===== src/rtl/timer_pkg.sv =====
// Package: register map, field layout, reset values and types of the reload down timer
package timer_pkg;

  // Avalon byte address width; registers sit at four times their index
  localparam int unsigned ADDR_W          = 12;
  localparam logic [9:0]  IDX_CONTROL     = 10'h100;
  localparam logic [9:0]  IDX_IO_CONTROL  = 10'h101;
  localparam logic [9:0]  IDX_MODE        = 10'h102;
  localparam logic [9:0]  IDX_PRESCALE    = 10'h103;
  localparam logic [9:0]  IDX_TIMER       = 10'h104;
  localparam logic [9:0]  IDX_PIN_ASSIGN  = 10'h105;

  // Control register bit positions
  localparam int unsigned START_BIT       = 0;
  localparam int unsigned STATUS_BIT      = 1;
  localparam int unsigned STOP_BIT        = 2;
  localparam int unsigned UNDERFLOW_BIT   = 5;

  // Reset values and the pin read mask
  localparam logic [7:0]  RST_COUNT       = 8'hff;
  localparam logic [7:0]  RST_REG         = 8'h00;
  localparam logic [7:0]  PIN_READ_MASK   = 8'h0f;

  // Operating mode and count source codes
  localparam logic [2:0]  MODE_TIMER      = 3'h0;
  localparam logic [2:0]  SRC_UNDIV       = 3'h0;
  localparam logic [2:0]  SRC_DIV8        = 3'h1;
  localparam logic [2:0]  SRC_OSC         = 3'h2;
  localparam logic [2:0]  SRC_DIV2        = 3'h3;
  localparam logic [2:0]  DIV8_LAST       = 3'h7;

  // Pin assignment codes
  localparam logic [1:0]  PIN_NONE        = 2'h0;
  localparam logic [1:0]  PIN_PORT1_BIT7  = 2'h1;
  localparam logic [1:0]  PIN_PORT1_BIT5  = 2'h2;
  localparam logic [1:0]  PIN_FORBIDDEN   = 2'h3;

  typedef struct packed {
    logic       count_source_cutoff;
    logic [2:0] count_source_field;
    logic       unused;
    logic [2:0] operating_mode_field;
  } mode_reg_t;

  typedef struct packed {
    logic [3:0] unused;
    logic [1:0] reserved;
    logic [1:0] pin_assign_sel;
  } pin_reg_t;

  typedef enum logic {
    BUS_IDLE   = 1'b0,
    BUS_ANSWER = 1'b1
  } bus_state_t;

endpackage

===== src/rtl/prescaled_reload_down_timer.sv =====
// Module: eight-bit prescaler and eight-bit reload down timer, timer mode, Avalon-MM slave
//
// Our own choice: the Avalon-MM register port.
`timescale 1ns/1ps

// Notes on behaviour
// - Pin field picks no pin, port1 bit7 or port1 bit5; fourth code unused.
// - Pin register bits 7..4 read zero; bits 3..2 reserved, written zero.
// - Count source is undivided, divide-by-2, divide-by-8 or oscillator clock.
// - Counters count down and reload on underflow without software help.
// - Underflow rate is source over (prescaler plus one) times (timer plus one).
// - Writing one to the start bit begins counting.
// - Clearing the start bit halts counting and keeps counter values.
// - Writing one to the forced stop bit stops counting at once.
// - Each timer underflow raises the interrupt request.
// - Reading prescaler and timer returns live counters, not reload values.
// - A write while stopped loads reload register and counter together.
// - Each stage has reload and counter; timer steps once per prescaler underflow.
// - A prescaler write while counting reaches the counter on the next source edge.
// - A timer write while counting reaches the counter on the next prescaler underflow.
// - Forced stop resets start, status, prescaler and timer; stop bit reads zero.
// - Mode code 000 is timer mode; codes 101 to 111 are forbidden.
// - Source codes 000 undivided, 001 div8, 010 oscillator, 011 div2; others forbidden.
module prescaled_reload_down_timer (
  input  wire logic                          CLOCK_I,           // 250 MHz clock
  input  wire logic                          ARST_N_I,          // Async reset, active low
  input  wire logic                          CE_I,              // Clock enable, freezes all
  input  wire logic [timer_pkg::ADDR_W-1:0]  AVS_ADDRESS_I,     // Byte address
  input  wire logic                          AVS_READ_I,        // Read request
  input  wire logic                          AVS_WRITE_I,       // Write request
  input  wire logic [31:0]                   AVS_WRITEDATA_I,   // Write data
  input  wire logic [3:0]                    AVS_BYTEENABLE_I,  // Byte enables
  output logic      [31:0]                   AVS_READDATA_O,    // Read data
  output logic                               AVS_WAITREQUEST_O, // Stall request
  input  wire logic                          ONCHIP_OSC_I,      // On-chip oscillator clock
  output logic                               TIMER_IRQ_O,       // Underflow interrupt pulse
  output logic      [1:0]                    PIN_ROUTE_O        // Pin routing to port mux
);

  timer_pkg::bus_state_t state;
  timer_pkg::mode_reg_t  mode;
  timer_pkg::pin_reg_t   pin;
  logic [9:0]  idx;
  logic [7:0]  wdata;
  logic        req;
  logic        wr_en;
  logic        wr_ctl;
  logic        wr_pre;
  logic        wr_tmr;
  logic        stop_wr;
  logic [7:0]  rd_mux;
  logic        start;
  logic        status;
  logic        underflow_flag;
  logic [7:0]  io_control;
  logic        osc_meta;
  logic        osc_sync;
  logic        osc_prev;
  logic        osc_tick;
  logic [2:0]  div_cnt;
  logic        src_edge;
  logic        tick;
  logic [7:0]  pre_rld;
  logic [7:0]  pre_cnt;
  logic        pre_pend;
  logic        pre_underflow;
  logic [7:0]  tmr_rld;
  logic [7:0]  tmr_cnt;
  logic        tmr_pend;
  logic        tmr_underflow;

  // Bus decode; low address bits ignored, each register owns a word
  assign idx     = AVS_ADDRESS_I[timer_pkg::ADDR_W-1:2];
  assign wdata   = AVS_WRITEDATA_I[7:0];
  assign req     = AVS_READ_I | AVS_WRITE_I;
  assign wr_en   = CE_I & AVS_WRITE_I & AVS_BYTEENABLE_I[0] &
                   (state == timer_pkg::BUS_ANSWER);
  assign wr_ctl  = wr_en & (idx == timer_pkg::IDX_CONTROL);
  assign wr_pre  = wr_en & (idx == timer_pkg::IDX_PRESCALE);
  assign wr_tmr  = wr_en & (idx == timer_pkg::IDX_TIMER);
  assign stop_wr = wr_ctl & wdata[timer_pkg::STOP_BIT];

  // One wait state: read data is captured first, then released with waitrequest low
  assign AVS_WAITREQUEST_O = req & (state != timer_pkg::BUS_ANSWER);

  // Bus answer state
  always_ff @(posedge CLOCK_I or negedge ARST_N_I) begin
    if (!ARST_N_I) begin
      state <= timer_pkg::BUS_IDLE;
    end else if (CE_I) begin
      case (state)
        timer_pkg::BUS_IDLE: begin
          if (req) begin
            state <= timer_pkg::BUS_ANSWER;
          end
        end
        timer_pkg::BUS_ANSWER: begin
          state <= timer_pkg::BUS_IDLE;
        end
        default: begin
          state <= timer_pkg::BUS_IDLE;
        end
      endcase
    end
  end

  // Read multiplexer; unmapped words read zero
  always_comb begin
    case (idx)
      timer_pkg::IDX_CONTROL: begin
        rd_mux = 8'h00;
        rd_mux[timer_pkg::START_BIT]     = start;
        rd_mux[timer_pkg::STATUS_BIT]    = status;
        rd_mux[timer_pkg::UNDERFLOW_BIT] = underflow_flag; // Stop bit stays 0
      end
      timer_pkg::IDX_IO_CONTROL: rd_mux = io_control;
      timer_pkg::IDX_MODE:       rd_mux = {mode[7:4], 1'b0, mode[2:0]};
      timer_pkg::IDX_PRESCALE:   rd_mux = pre_cnt;
      timer_pkg::IDX_TIMER:      rd_mux = tmr_cnt;
      timer_pkg::IDX_PIN_ASSIGN: rd_mux = pin & timer_pkg::PIN_READ_MASK;
      default:                   rd_mux = 8'h00;
    endcase
  end

  // Read data captured while waitrequest is high, stable at the answer edge
  always_ff @(posedge CLOCK_I or negedge ARST_N_I) begin
    if (!ARST_N_I) begin
      AVS_READDATA_O <= 32'h0000_0000;
    end else if (CE_I && AVS_READ_I && state == timer_pkg::BUS_IDLE) begin
      AVS_READDATA_O <= {24'h00_0000, rd_mux};
    end
  end

  // Plain configuration registers; software owns ordering of their writes
  always_ff @(posedge CLOCK_I or negedge ARST_N_I) begin
    if (!ARST_N_I) begin
      io_control <= timer_pkg::RST_REG;
      mode       <= timer_pkg::RST_REG;
    end else if (CE_I) begin
      if (wr_en && idx == timer_pkg::IDX_IO_CONTROL) begin
        io_control <= wdata;
      end
      if (wr_en && idx == timer_pkg::IDX_MODE) begin
        mode <= wdata;
      end
    end
  end

  // Pin assignment; forbidden code routes nowhere rather than to two pins
  always_ff @(posedge CLOCK_I or negedge ARST_N_I) begin
    if (!ARST_N_I) begin
      pin         <= timer_pkg::RST_REG;
      PIN_ROUTE_O <= timer_pkg::PIN_NONE;
    end else if (CE_I) begin
      if (wr_en && idx == timer_pkg::IDX_PIN_ASSIGN) begin
        pin <= wdata & timer_pkg::PIN_READ_MASK;
      end
      if (pin.pin_assign_sel == timer_pkg::PIN_FORBIDDEN) begin
        PIN_ROUTE_O <= timer_pkg::PIN_NONE;
      end else begin
        PIN_ROUTE_O <= pin.pin_assign_sel; // Routing only, no drive here
      end
    end
  end

  // Oscillator is asynchronous: two flops, then edge detect on the second
  always_ff @(posedge CLOCK_I or negedge ARST_N_I) begin
    if (!ARST_N_I) begin
      osc_meta <= 1'b0;
      osc_sync <= 1'b0;
      osc_prev <= 1'b0;
    end else if (CE_I) begin
      osc_meta <= ONCHIP_OSC_I;
      osc_sync <= osc_meta;
      osc_prev <= osc_sync;
    end
  end
  assign osc_tick = osc_sync & ~osc_prev;

  // Free-running divider for the div2 and div8 sources
  always_ff @(posedge CLOCK_I or negedge ARST_N_I) begin
    if (!ARST_N_I) begin
      div_cnt <= 3'h0;
    end else if (CE_I) begin
      div_cnt <= div_cnt + 3'h1;
    end
  end

  // Count source select; forbidden codes give no edges at all
  always_comb begin
    case (mode.count_source_field)
      timer_pkg::SRC_UNDIV: src_edge = 1'b1;
      timer_pkg::SRC_DIV8:  src_edge = (div_cnt == timer_pkg::DIV8_LAST);
      timer_pkg::SRC_OSC:   src_edge = osc_tick;
      timer_pkg::SRC_DIV2:  src_edge = div_cnt[0];
      default:              src_edge = 1'b0;
    endcase
  end

  // Counting needs timer mode, start set and an uncut source
  assign tick = CE_I & start & src_edge & ~mode.count_source_cutoff &
                (mode.operating_mode_field == timer_pkg::MODE_TIMER);
  assign pre_underflow = tick & (pre_cnt == 8'h00) & ~pre_pend;
  assign tmr_underflow = pre_underflow & (tmr_cnt == 8'h00) & ~tmr_pend;

  // Start, status and underflow flag; an underflow beats a clearing write
  always_ff @(posedge CLOCK_I or negedge ARST_N_I) begin
    if (!ARST_N_I) begin
      start          <= 1'b0;
      status         <= 1'b0;
      underflow_flag <= 1'b0;
    end else if (CE_I) begin
      if (stop_wr) begin
        start  <= 1'b0;
        status <= 1'b0;
      end else begin
        if (wr_ctl) begin
          start <= wdata[timer_pkg::START_BIT];
        end
        status <= start;
      end
      if (tmr_underflow) begin
        underflow_flag <= 1'b1;
      end else if (wr_ctl && !wdata[timer_pkg::UNDERFLOW_BIT]) begin
        underflow_flag <= 1'b0;
      end
    end
  end

  // Prescaler: reload and counter; a running write waits for the next source edge
  always_ff @(posedge CLOCK_I or negedge ARST_N_I) begin
    if (!ARST_N_I) begin
      pre_rld  <= timer_pkg::RST_COUNT;
      pre_cnt  <= timer_pkg::RST_COUNT;
      pre_pend <= 1'b0;
    end else if (CE_I) begin
      if (stop_wr) begin
        pre_rld  <= timer_pkg::RST_COUNT;
        pre_cnt  <= timer_pkg::RST_COUNT;
        pre_pend <= 1'b0;
      end else if (wr_pre) begin
        pre_rld <= wdata;
        if (!start) begin
          pre_cnt <= wdata;
        end
        pre_pend <= start;
      end else if (tick) begin
        if (pre_pend || pre_cnt == 8'h00) begin
          pre_cnt <= pre_rld;
        end else begin
          pre_cnt <= pre_cnt - 8'h01;
        end
        pre_pend <= 1'b0;
      end
    end
  end

  // Timer: steps on prescaler underflow, running write waits for the next one
  always_ff @(posedge CLOCK_I or negedge ARST_N_I) begin
    if (!ARST_N_I) begin
      tmr_rld  <= timer_pkg::RST_COUNT;
      tmr_cnt  <= timer_pkg::RST_COUNT;
      tmr_pend <= 1'b0;
    end else if (CE_I) begin
      if (stop_wr) begin
        tmr_rld  <= timer_pkg::RST_COUNT;
        tmr_cnt  <= timer_pkg::RST_COUNT;
        tmr_pend <= 1'b0;
      end else if (wr_tmr) begin
        tmr_rld <= wdata;
        if (!start) begin
          tmr_cnt <= wdata;
        end
        tmr_pend <= start;
      end else if (pre_underflow) begin
        if (tmr_pend || tmr_cnt == 8'h00) begin
          tmr_cnt <= tmr_rld;
        end else begin
          tmr_cnt <= tmr_cnt - 8'h01;
        end
        tmr_pend <= 1'b0;
      end
    end
  end

  // Interrupt request, one clock per underflow
  always_ff @(posedge CLOCK_I or negedge ARST_N_I) begin
    if (!ARST_N_I) begin
      TIMER_IRQ_O <= 1'b0;
    end else if (CE_I) begin
      TIMER_IRQ_O <= tmr_underflow;
    end
  end

  // Checks on the counting chain and register side effects
  a_start_write: assert property (@(posedge CLOCK_I) disable iff (!ARST_N_I)
    wr_ctl && wdata[timer_pkg::START_BIT] && !stop_wr |=> start ##1 (status || !CE_I))
    else $error("start write did not start counting");

  a_stop_holds: assert property (@(posedge CLOCK_I) disable iff (!ARST_N_I)
    CE_I && !start && !wr_pre && !stop_wr |=> pre_cnt == $past(pre_cnt))
    else $error("prescaler moved while stopped");

  a_forced_stop: assert property (@(posedge CLOCK_I) disable iff (!ARST_N_I)
    stop_wr |=> !start && !status && pre_cnt == timer_pkg::RST_COUNT &&
    tmr_cnt == timer_pkg::RST_COUNT)
    else $error("forced stop did not reset the timer");

  a_underflow_irq: assert property (@(posedge CLOCK_I) disable iff (!ARST_N_I)
    tmr_underflow && !wr_tmr && !stop_wr
    |=> TIMER_IRQ_O && underflow_flag && tmr_cnt == $past(tmr_rld))
    else $error("underflow without interrupt or reload");

  a_pre_reload: assert property (@(posedge CLOCK_I) disable iff (!ARST_N_I)
    pre_underflow && !wr_pre && !stop_wr |=> pre_cnt == $past(pre_rld))
    else $error("prescaler did not reload on underflow");

  a_stopped_write: assert property (@(posedge CLOCK_I) disable iff (!ARST_N_I)
    wr_pre && !start |=> pre_cnt == $past(wdata) && pre_rld == $past(wdata))
    else $error("stopped write missed the counter");

  a_running_write: assert property (@(posedge CLOCK_I) disable iff (!ARST_N_I)
    wr_pre && start && !tick |=> pre_cnt == $past(pre_cnt) && pre_pend)
    else $error("running prescaler write was not deferred");

  a_timer_step: assert property (@(posedge CLOCK_I) disable iff (!ARST_N_I)
    CE_I && !pre_underflow && !wr_tmr && !stop_wr |=> tmr_cnt == $past(tmr_cnt))
    else $error("timer moved without prescaler underflow");

  a_timer_dec: assert property (@(posedge CLOCK_I) disable iff (!ARST_N_I)
    pre_underflow && tmr_cnt != 8'h00 && !tmr_pend && !wr_tmr && !stop_wr
    |=> tmr_cnt == 8'($past(tmr_cnt) - 8'h01))
    else $error("timer did not step down by one");

  a_mode_gate: assert property (@(posedge CLOCK_I) disable iff (!ARST_N_I)
    CE_I && mode.operating_mode_field != timer_pkg::MODE_TIMER && !wr_pre && !stop_wr
    |=> pre_cnt == $past(pre_cnt))
    else $error("counting outside timer mode");

  a_pin_route: assert property (@(posedge CLOCK_I) disable iff (!ARST_N_I)
    PIN_ROUTE_O != timer_pkg::PIN_FORBIDDEN)
    else $error("forbidden pin route driven");

endmodule


===== config.mk =====
export PLATFORM = sky130hd
export DESIGN_NAME = prescaled_reload_down_timer
export DESIGN_NICKNAME = d
export VERILOG_FILES = /design/src/rtl/timer_pkg.sv /design/src/rtl/prescaled_reload_down_timer.sv
export SDC_FILE = /design/constraint.sdc
export NUM_CORES = 1
export LEC_CHECK = 0
export BUFFER_PORTS_ARGS = -buffer_cell sky130_fd_sc_hd__buf_4
export CAP_MARGIN = 0
export CORE_MARGIN = 2
export CORE_UTILIZATION = 51
export CTS_BUF_LIST = sky130_fd_sc_hd__clkbuf_4 sky130_fd_sc_hd__clkbuf_8
export CTS_CLUSTER_DIAMETER = 120
export DETAILED_ROUTE_END_ITERATION = 8
export GPL_TIMING_DRIVEN = 0
export HOLD_SLACK_MARGIN = 0.08
export PLACE_DENSITY = 0.79
export SYNTH_ARGS = -nofsm -noshare
export SYNTH_HDL_FRONTEND = slang
export SYNTH_SLANG_ARGS = --single-unit

===== constraint.sdc =====
create_clock -name CLOCK_I -period 2.4 [get_ports CLOCK_I]
set_input_delay 0.36 -clock CLOCK_I [delete_from_list [all_inputs] [get_ports CLOCK_I]]
set_output_delay 0.36 -clock CLOCK_I [all_outputs]
set_load 0.01 [all_outputs]

; ---- Yosys cells after proc, flatten, opt, wreduce, memory -nomap -nowiden
; Cells that the tools add are included.
[word_totals]
in_bits = 54
regBits = 74
elab_cells = 121
output_inout_bits = 36
[op_classes]
bitwise_logic = 23
addsub = 3
n_reduce_logical = 30
eq_ne = 13
muxes = 29
[ops]
columns = operator, count
row1 = 8-bit two-way mux, 13
row2 = "10-bit by 9-bit equality test with 1-bit output, second input constant", 6
row3 = 8-bit case mux with 6 select lines, 1
row4 = 2-bit AND reduction, 9
row5 = 1-bit bitwise AND, 17
row6 = 8-bit zero test, 2
row7 = "8-bit by 1-bit subtractor with 8-bit output, second input constant", 2
row8 = 1-bit two-way mux, 12
row9 = 2-bit nonzero test, 4
row10 = "3-bit by 2-bit equality test with 1-bit output, second input constant", 2
row11 = 1-bit logical AND, 6
row12 = 3-bit zero test, 2
row13 = "3-bit != test, second input constant", 2
row14 = 3-bit AND reduction, 2
row15 = 3-bit nonzero test, 2
row16 = 1-bit inverter, 5
row17 = 1-bit case mux with 4 select lines, 1
row18 = "3-bit by 1-bit adder with 3-bit output, second input constant", 1
row19 = "3-bit by 1-bit equality test with 1-bit output, second input constant", 1
row20 = "3-bit equality test, second input constant", 1
row21 = "2-bit equality test, second input constant", 1
row22 = 1-bit logical OR, 2
row23 = 2-bit two-way mux, 1
row24 = 1-bit case mux with 2 select lines, 1
row25 = 2 further kinds, 2

; ---- Depth between registers and ports, before layout
[logic_depth]
ltp_word = 12
depth_mapped = 8
mapped_depth_nobuf = 7

; ---- Worst setup path before layout
; OpenSTA, ideal clock, no wires.
[synth_path]
path_kind = input port to flip-flop
startpoint = input AVS_ADDRESS_I[8] (netlist name)
endpoint = register pre_cnt[2]
path_slack_ns = 0.228
arrival_time_ns = 2.087
required_ns = 2.315
path_stages = 5
setup_time_ns = 0.085
path_buffers = 0
cell_sequence = or4_4 -> nor4_4 -> a21oi_2 -> a21oi_4 -> mux2_1
[synth_via]
elab_chain_len = 5
word_cells_on_any_way = 10
cone_classes = 3 x eq/ne / 2 x mux / 3 x bitwise / 2 x reduce/logical
[synth_lines]
columns = item, line
row1 = "start, declared", prescaled_reload_down_timer.sv:28  ; input wire logic [timer_pkg::ADDR_W-1:0] AVS_ADDRESS_I,
row2 = 10-bit by 9-bit equality test with 1-bit output, prescaled_reload_down_timer.sv:78  ; assign wr_ctl = wr_en & (idx == timer_pkg::IDX_CONTROL);
row3 = 1-bit bitwise AND, prescaled_reload_down_timer.sv:78
row4 = 1-bit bitwise AND, prescaled_reload_down_timer.sv:81  ; assign stop_wr = wr_ctl & wdata[timer_pkg::STOP_BIT];
row5 = 3-bit != test (no line) or 3-bit nonzero test (tied branches), --
row6 = 3-bit AND reduction (no line), --
row7 = "end signal, assigned", prescaled_reload_down_timer.sv:234  ; pre_cnt <= timer_pkg::RST_COUNT;
row8 = "end signal, assigned", prescaled_reload_down_timer.sv:239  ; pre_cnt <= timer_pkg::RST_COUNT;
row9 = "end signal, assigned", prescaled_reload_down_timer.sv:244  ; pre_cnt <= wdata;
row10 = "end, declared", prescaled_reload_down_timer.sv:64  ; logic [7:0] pre_cnt;
; Several ways; a longest one is shown, not always the timed one.
; A chain may end at the register's enable or synchronous reset.

; ---- Final worst setup path
[layout_path]
startpoint = register mode[2] (netlist name)
endpoint = register tmr_cnt[2]
[layout_via]
elab_chain_len = 6
[layout_lines]
columns = item, line
row1 = "start, declared", prescaled_reload_down_timer.sv:41  ; timer_pkg::mode_reg_t mode;
row2 = "start signal, assigned", prescaled_reload_down_timer.sv:138  ; mode <= timer_pkg::RST_REG;
row3 = "start signal, assigned", prescaled_reload_down_timer.sv:144  ; mode <= wdata;
row4 = 3-bit zero test, prescaled_reload_down_timer.sv:202  ; (mode.operating_mode_field == timer_pkg::MODE_TIMER);
row5 = 1-bit bitwise AND, prescaled_reload_down_timer.sv:201  ; assign tick = CE_I & start & src_edge & ~mode.count_source_cutoff &
row6 = 1-bit bitwise AND (2 in series), prescaled_reload_down_timer.sv:203  ; assign pre_underflow = tick & (pre_cnt == 8'h00) & ~pre_pend;
row7 = 3-bit nonzero test (no line), --
row8 = 3-bit AND reduction (no line), --
row9 = "end signal, assigned", prescaled_reload_down_timer.sv:262  ; tmr_cnt <= timer_pkg::RST_COUNT;
row10 = "end signal, assigned", prescaled_reload_down_timer.sv:267  ; tmr_cnt <= timer_pkg::RST_COUNT;
row11 = "end signal, assigned", prescaled_reload_down_timer.sv:272  ; tmr_cnt <= wdata;
row12 = "end, declared", prescaled_reload_down_timer.sv:68  ; logic [7:0] tmr_cnt;
; No other way between the ends.

==> flow_summary.toml <==
[run_status]
status = "finished, final reports clean"

[timing]
worst_slew_pin_slew_ns = 0.8917
fin_crit_ns = 2.324
slew_viol_final = 0
max_slew_margin_pct = 40.55
fin_crit_sh_pct = 96.84
hold_viol = 0
setup_viol = 0
final.setup_skew_ns = 0.003631
max_freq_ghz = 0.4302
rsz0062_at_grt = "false"
fin_setup_tns_ns = 0
fin_ws_ns = 0.07575

[placement]
dp_hpwl_mm = 8.303
gp_congestion = 0.9656
numPortBuffers = 34
dp.cells = 592
place_ws_ns = -0.3512

[routing]
wl_per_cell_um = 18.63
drt_iter0_markers = 355
vias_per_cell = 5.993
firstDrtPassIters = 5
routed_wl_mm = 11.33
drc = 0
vias = 3644
ant_nets = 0

[clocking]
cts.path.max_buffers = 2
cts_tree = "built"
clock_latency_ns = 0.35
postCtsHoldBufs = 0
root_buffer = "clkbuf_8"
cts_sinks = 74
cts.reportedPaths.clkPinSlew_ns = 0.07
ctsHtreeMaxLevel = 3
cts_buffers = 9

[synth]
synth_top_family_by_area = "simple AND/OR/NAND/NOR gates"
synth_fa_ha_area_share_pct = 1.730
synth_simple_gate_area_share_pct = 16.55
synthMuxAreaShare_pct = 13.24
syn_area_per_cell_um2 = 10.09
netlist_area_mm2 = 0.004339
synth_ff_type = "dfrtp_1"
yosysSeqAreaShare_pct = 43.60
synth_edf_count = 0
ys_warn_count = 0
synthArstFlopShare_pct = 100.0
synth-compound-area-share_pct = 16.03
syn_inst = 430
synth_cell_types = 68
ys_ff_latch = 74
synth-xor-area-share_pct = 1.615

[floorplan]
rows = 33
die-height_um = 96.24
core-area_mm2 = 0.008217
ios = 90
start_util_pct = 52.81
die_area_mm2 = 0.009262
die_w_um = 96.24

[critical_path]
cp_top_family = "simple AND/OR/NAND/NOR gates"
crit_path_end_kind = "register"
path_max_fanout = 5
crit_buf_inv = 1
worstSetupStartpointType = "register"
crit_arrival_ns = 2.61
worstSetupPathType = "register to register"
crit_path_max_incr_delay_ns = 0.58
crit_chain = "or4_1 -> nor4b_4 -> buf_4 -> nand3_2 -> a22oi_2 -> mux2_2"
crit_required_ns = 2.68
slowest_stage = "or4_1"

[power]
peakVddDrop_mv = 0.4360
powerDensity_mw_per_mm2 = 528.6
p_leak_nw = 2.292
p_total_w = 0.002674

[grt]
grt_util_all_layers_pct = 26.53
grt_max_degree = 75
antenna_found_initial = 0
overflow = 0
grt_pass1_vias = 3505
grt_pass1_wl_mm = 18.29

[run]
drv_cap = 0

[cells_and_area]
area_delta_synth_final_pct = 16.55
fin_nets = 559
antenna_cells = 0
final_util_pct = 61.55
drive_gt1_share_pct = 32.41
layoutNonFillerInstCount = 608

[hold_path]
hold_path_class = "primary input to asynchronous set/reset pin"
## synth_stat cells (all sizes together) (3+ instances only)
cell	n	area share (%)
a21oi	19	2.5
a22o	9	1.8
a22oi	6	1.2
a2bb2oi	4	0.81
a31oi	5	0.72
and2	3	0.49
buf	29	4.7
clkbuf	12	1.0
dfrtp	42	24
dfstp	32	19
ha	6	1.7
inv	16	1.4
mux2	33	8.6
mux2i	18	4.2
nand2	41	3.5
nand2b	5	0.72
nand3	19	2.2
nand3b	4	0.69
nand4	3	0.43
nor2	21	1.8
nor2b	3	0.43
nor3	4	0.46
nor3b	4	0.69
nor4	5	1.1
o21ai	24	2.8
o221ai	3	0.61
o22a	4	0.81
o22ai	4	0.58
or4	6	1.1
xor2	6	1.2
## power breakdown
part / total (W) / switching (W) / internal (W)
registers: 0.00134 / 0.0000418 / 0.00130
logic: 0.000387 / 0.000208 / 0.000179
clock network: 0.000942 / 0.000458 / 0.000484
## kinds of logic (layout without fill, tap and decap cells)
group / count (synthesis) / in the layout
simple gates: 133 / 133
buf+inv: 57 / 107
xor+xnor: 8 / 8
flops: 74 / 74
mux: 52 / 52
fa+ha+maj: 6 / 6
compound gates: 99 / 99
other cells: 1 / 24
## metrics by stage
step / hold WS (ns) / cell area (um^2)
after floorplan: 0.06441 / 4425
after global placement: 0.4706 / 4812
after detailed placement: 0.4784 / 4812
after CTS: 0.1702 / 5022
after global routing: 0.1986 / 5057
final: 0.1233 / 5057
## registers in the layout, summed over array words and instances (netlist names)
| name | cells |
|---|---|
| start | 1 |
| osc_prev | 1 |
| pre_pend | 1 |
| div_cnt | 3 |
| PIN_ROUTE_O | 2 |
| tmr_cnt | 8 |
| underflow_flag | 1 |
| tmr_pend | 1 |
| state | 1 |
| osc_meta | 1 |
| pre_rld | 8 |
| TIMER_IRQ_O | 1 |
| tmr_rld | 8 |
| io_control | 8 |
| osc_sync | 1 |
| AVS_READDATA_O | 8 |
| pin | 4 |
| pre_cnt | 8 |
| mode | 7 |
| status | 1 |
## routing by layer
layer  track usage, %  vias up  wire, um
li1                 -     1662         -
met1            35.67     1750      4539
met2            42.30      209      5338
met3            7.283       23      1232
met4            6.905        0       216
met5                0        -         0
## worst paths after layout
path | to | slack, ns | start | cells past startpoint
min in group CLOCK_I | osc_meta | 0.24 | ONCHIP_OSC_I | 2
hold / removal | AVS_READDATA_O[7] | 0.12 | ARST_N_I | 1
hold reg to reg | pre_rld[4] | 0.49 | pre_rld[4] | 2
setup reg to reg | tmr_cnt[2] | 0.08 | mode[2] | 6
max in group asynchronous | start | 1.70 | ARST_N_I | 1
setup / recovery | tmr_cnt[2] | 0.08 | mode[2] | 6
## what timing repair did
action,in CTS,in global routing
buffers inserted,0,2
setup endpoints to repair,8,8
pin swaps,1,3
resized for setup,5,5
## layout by cell type (no fill, tap or decap), types with 11 or more instances in the layout
cell / n
dfstp_2: 32
mux2i_1: 18
nor2_1: 21
clkbuf_1: 11
a21oi_1: 16
conb_1: 24
nand2_1: 41
dfrtp_1: 42
o21ai_0: 23
inv_1: 16
buf_4: 61
nand3_1: 18
mux2_2: 31
## layout make-up
class | instances | area [um^2]
fillers | 712 | 3159
multi-input cells | 322 | 2271
flip-flops and latches | 74 | 1892
repair buffers | 36 | 270.3
plain buffers | 40 | 246.5
clock buffers | 10 | 131.4
well taps | 105 | 131.4
inverters | 16 | 60.06
clock inverters | 5 | 55.05
No activity file was read; power rests on OpenSTA's default activity.
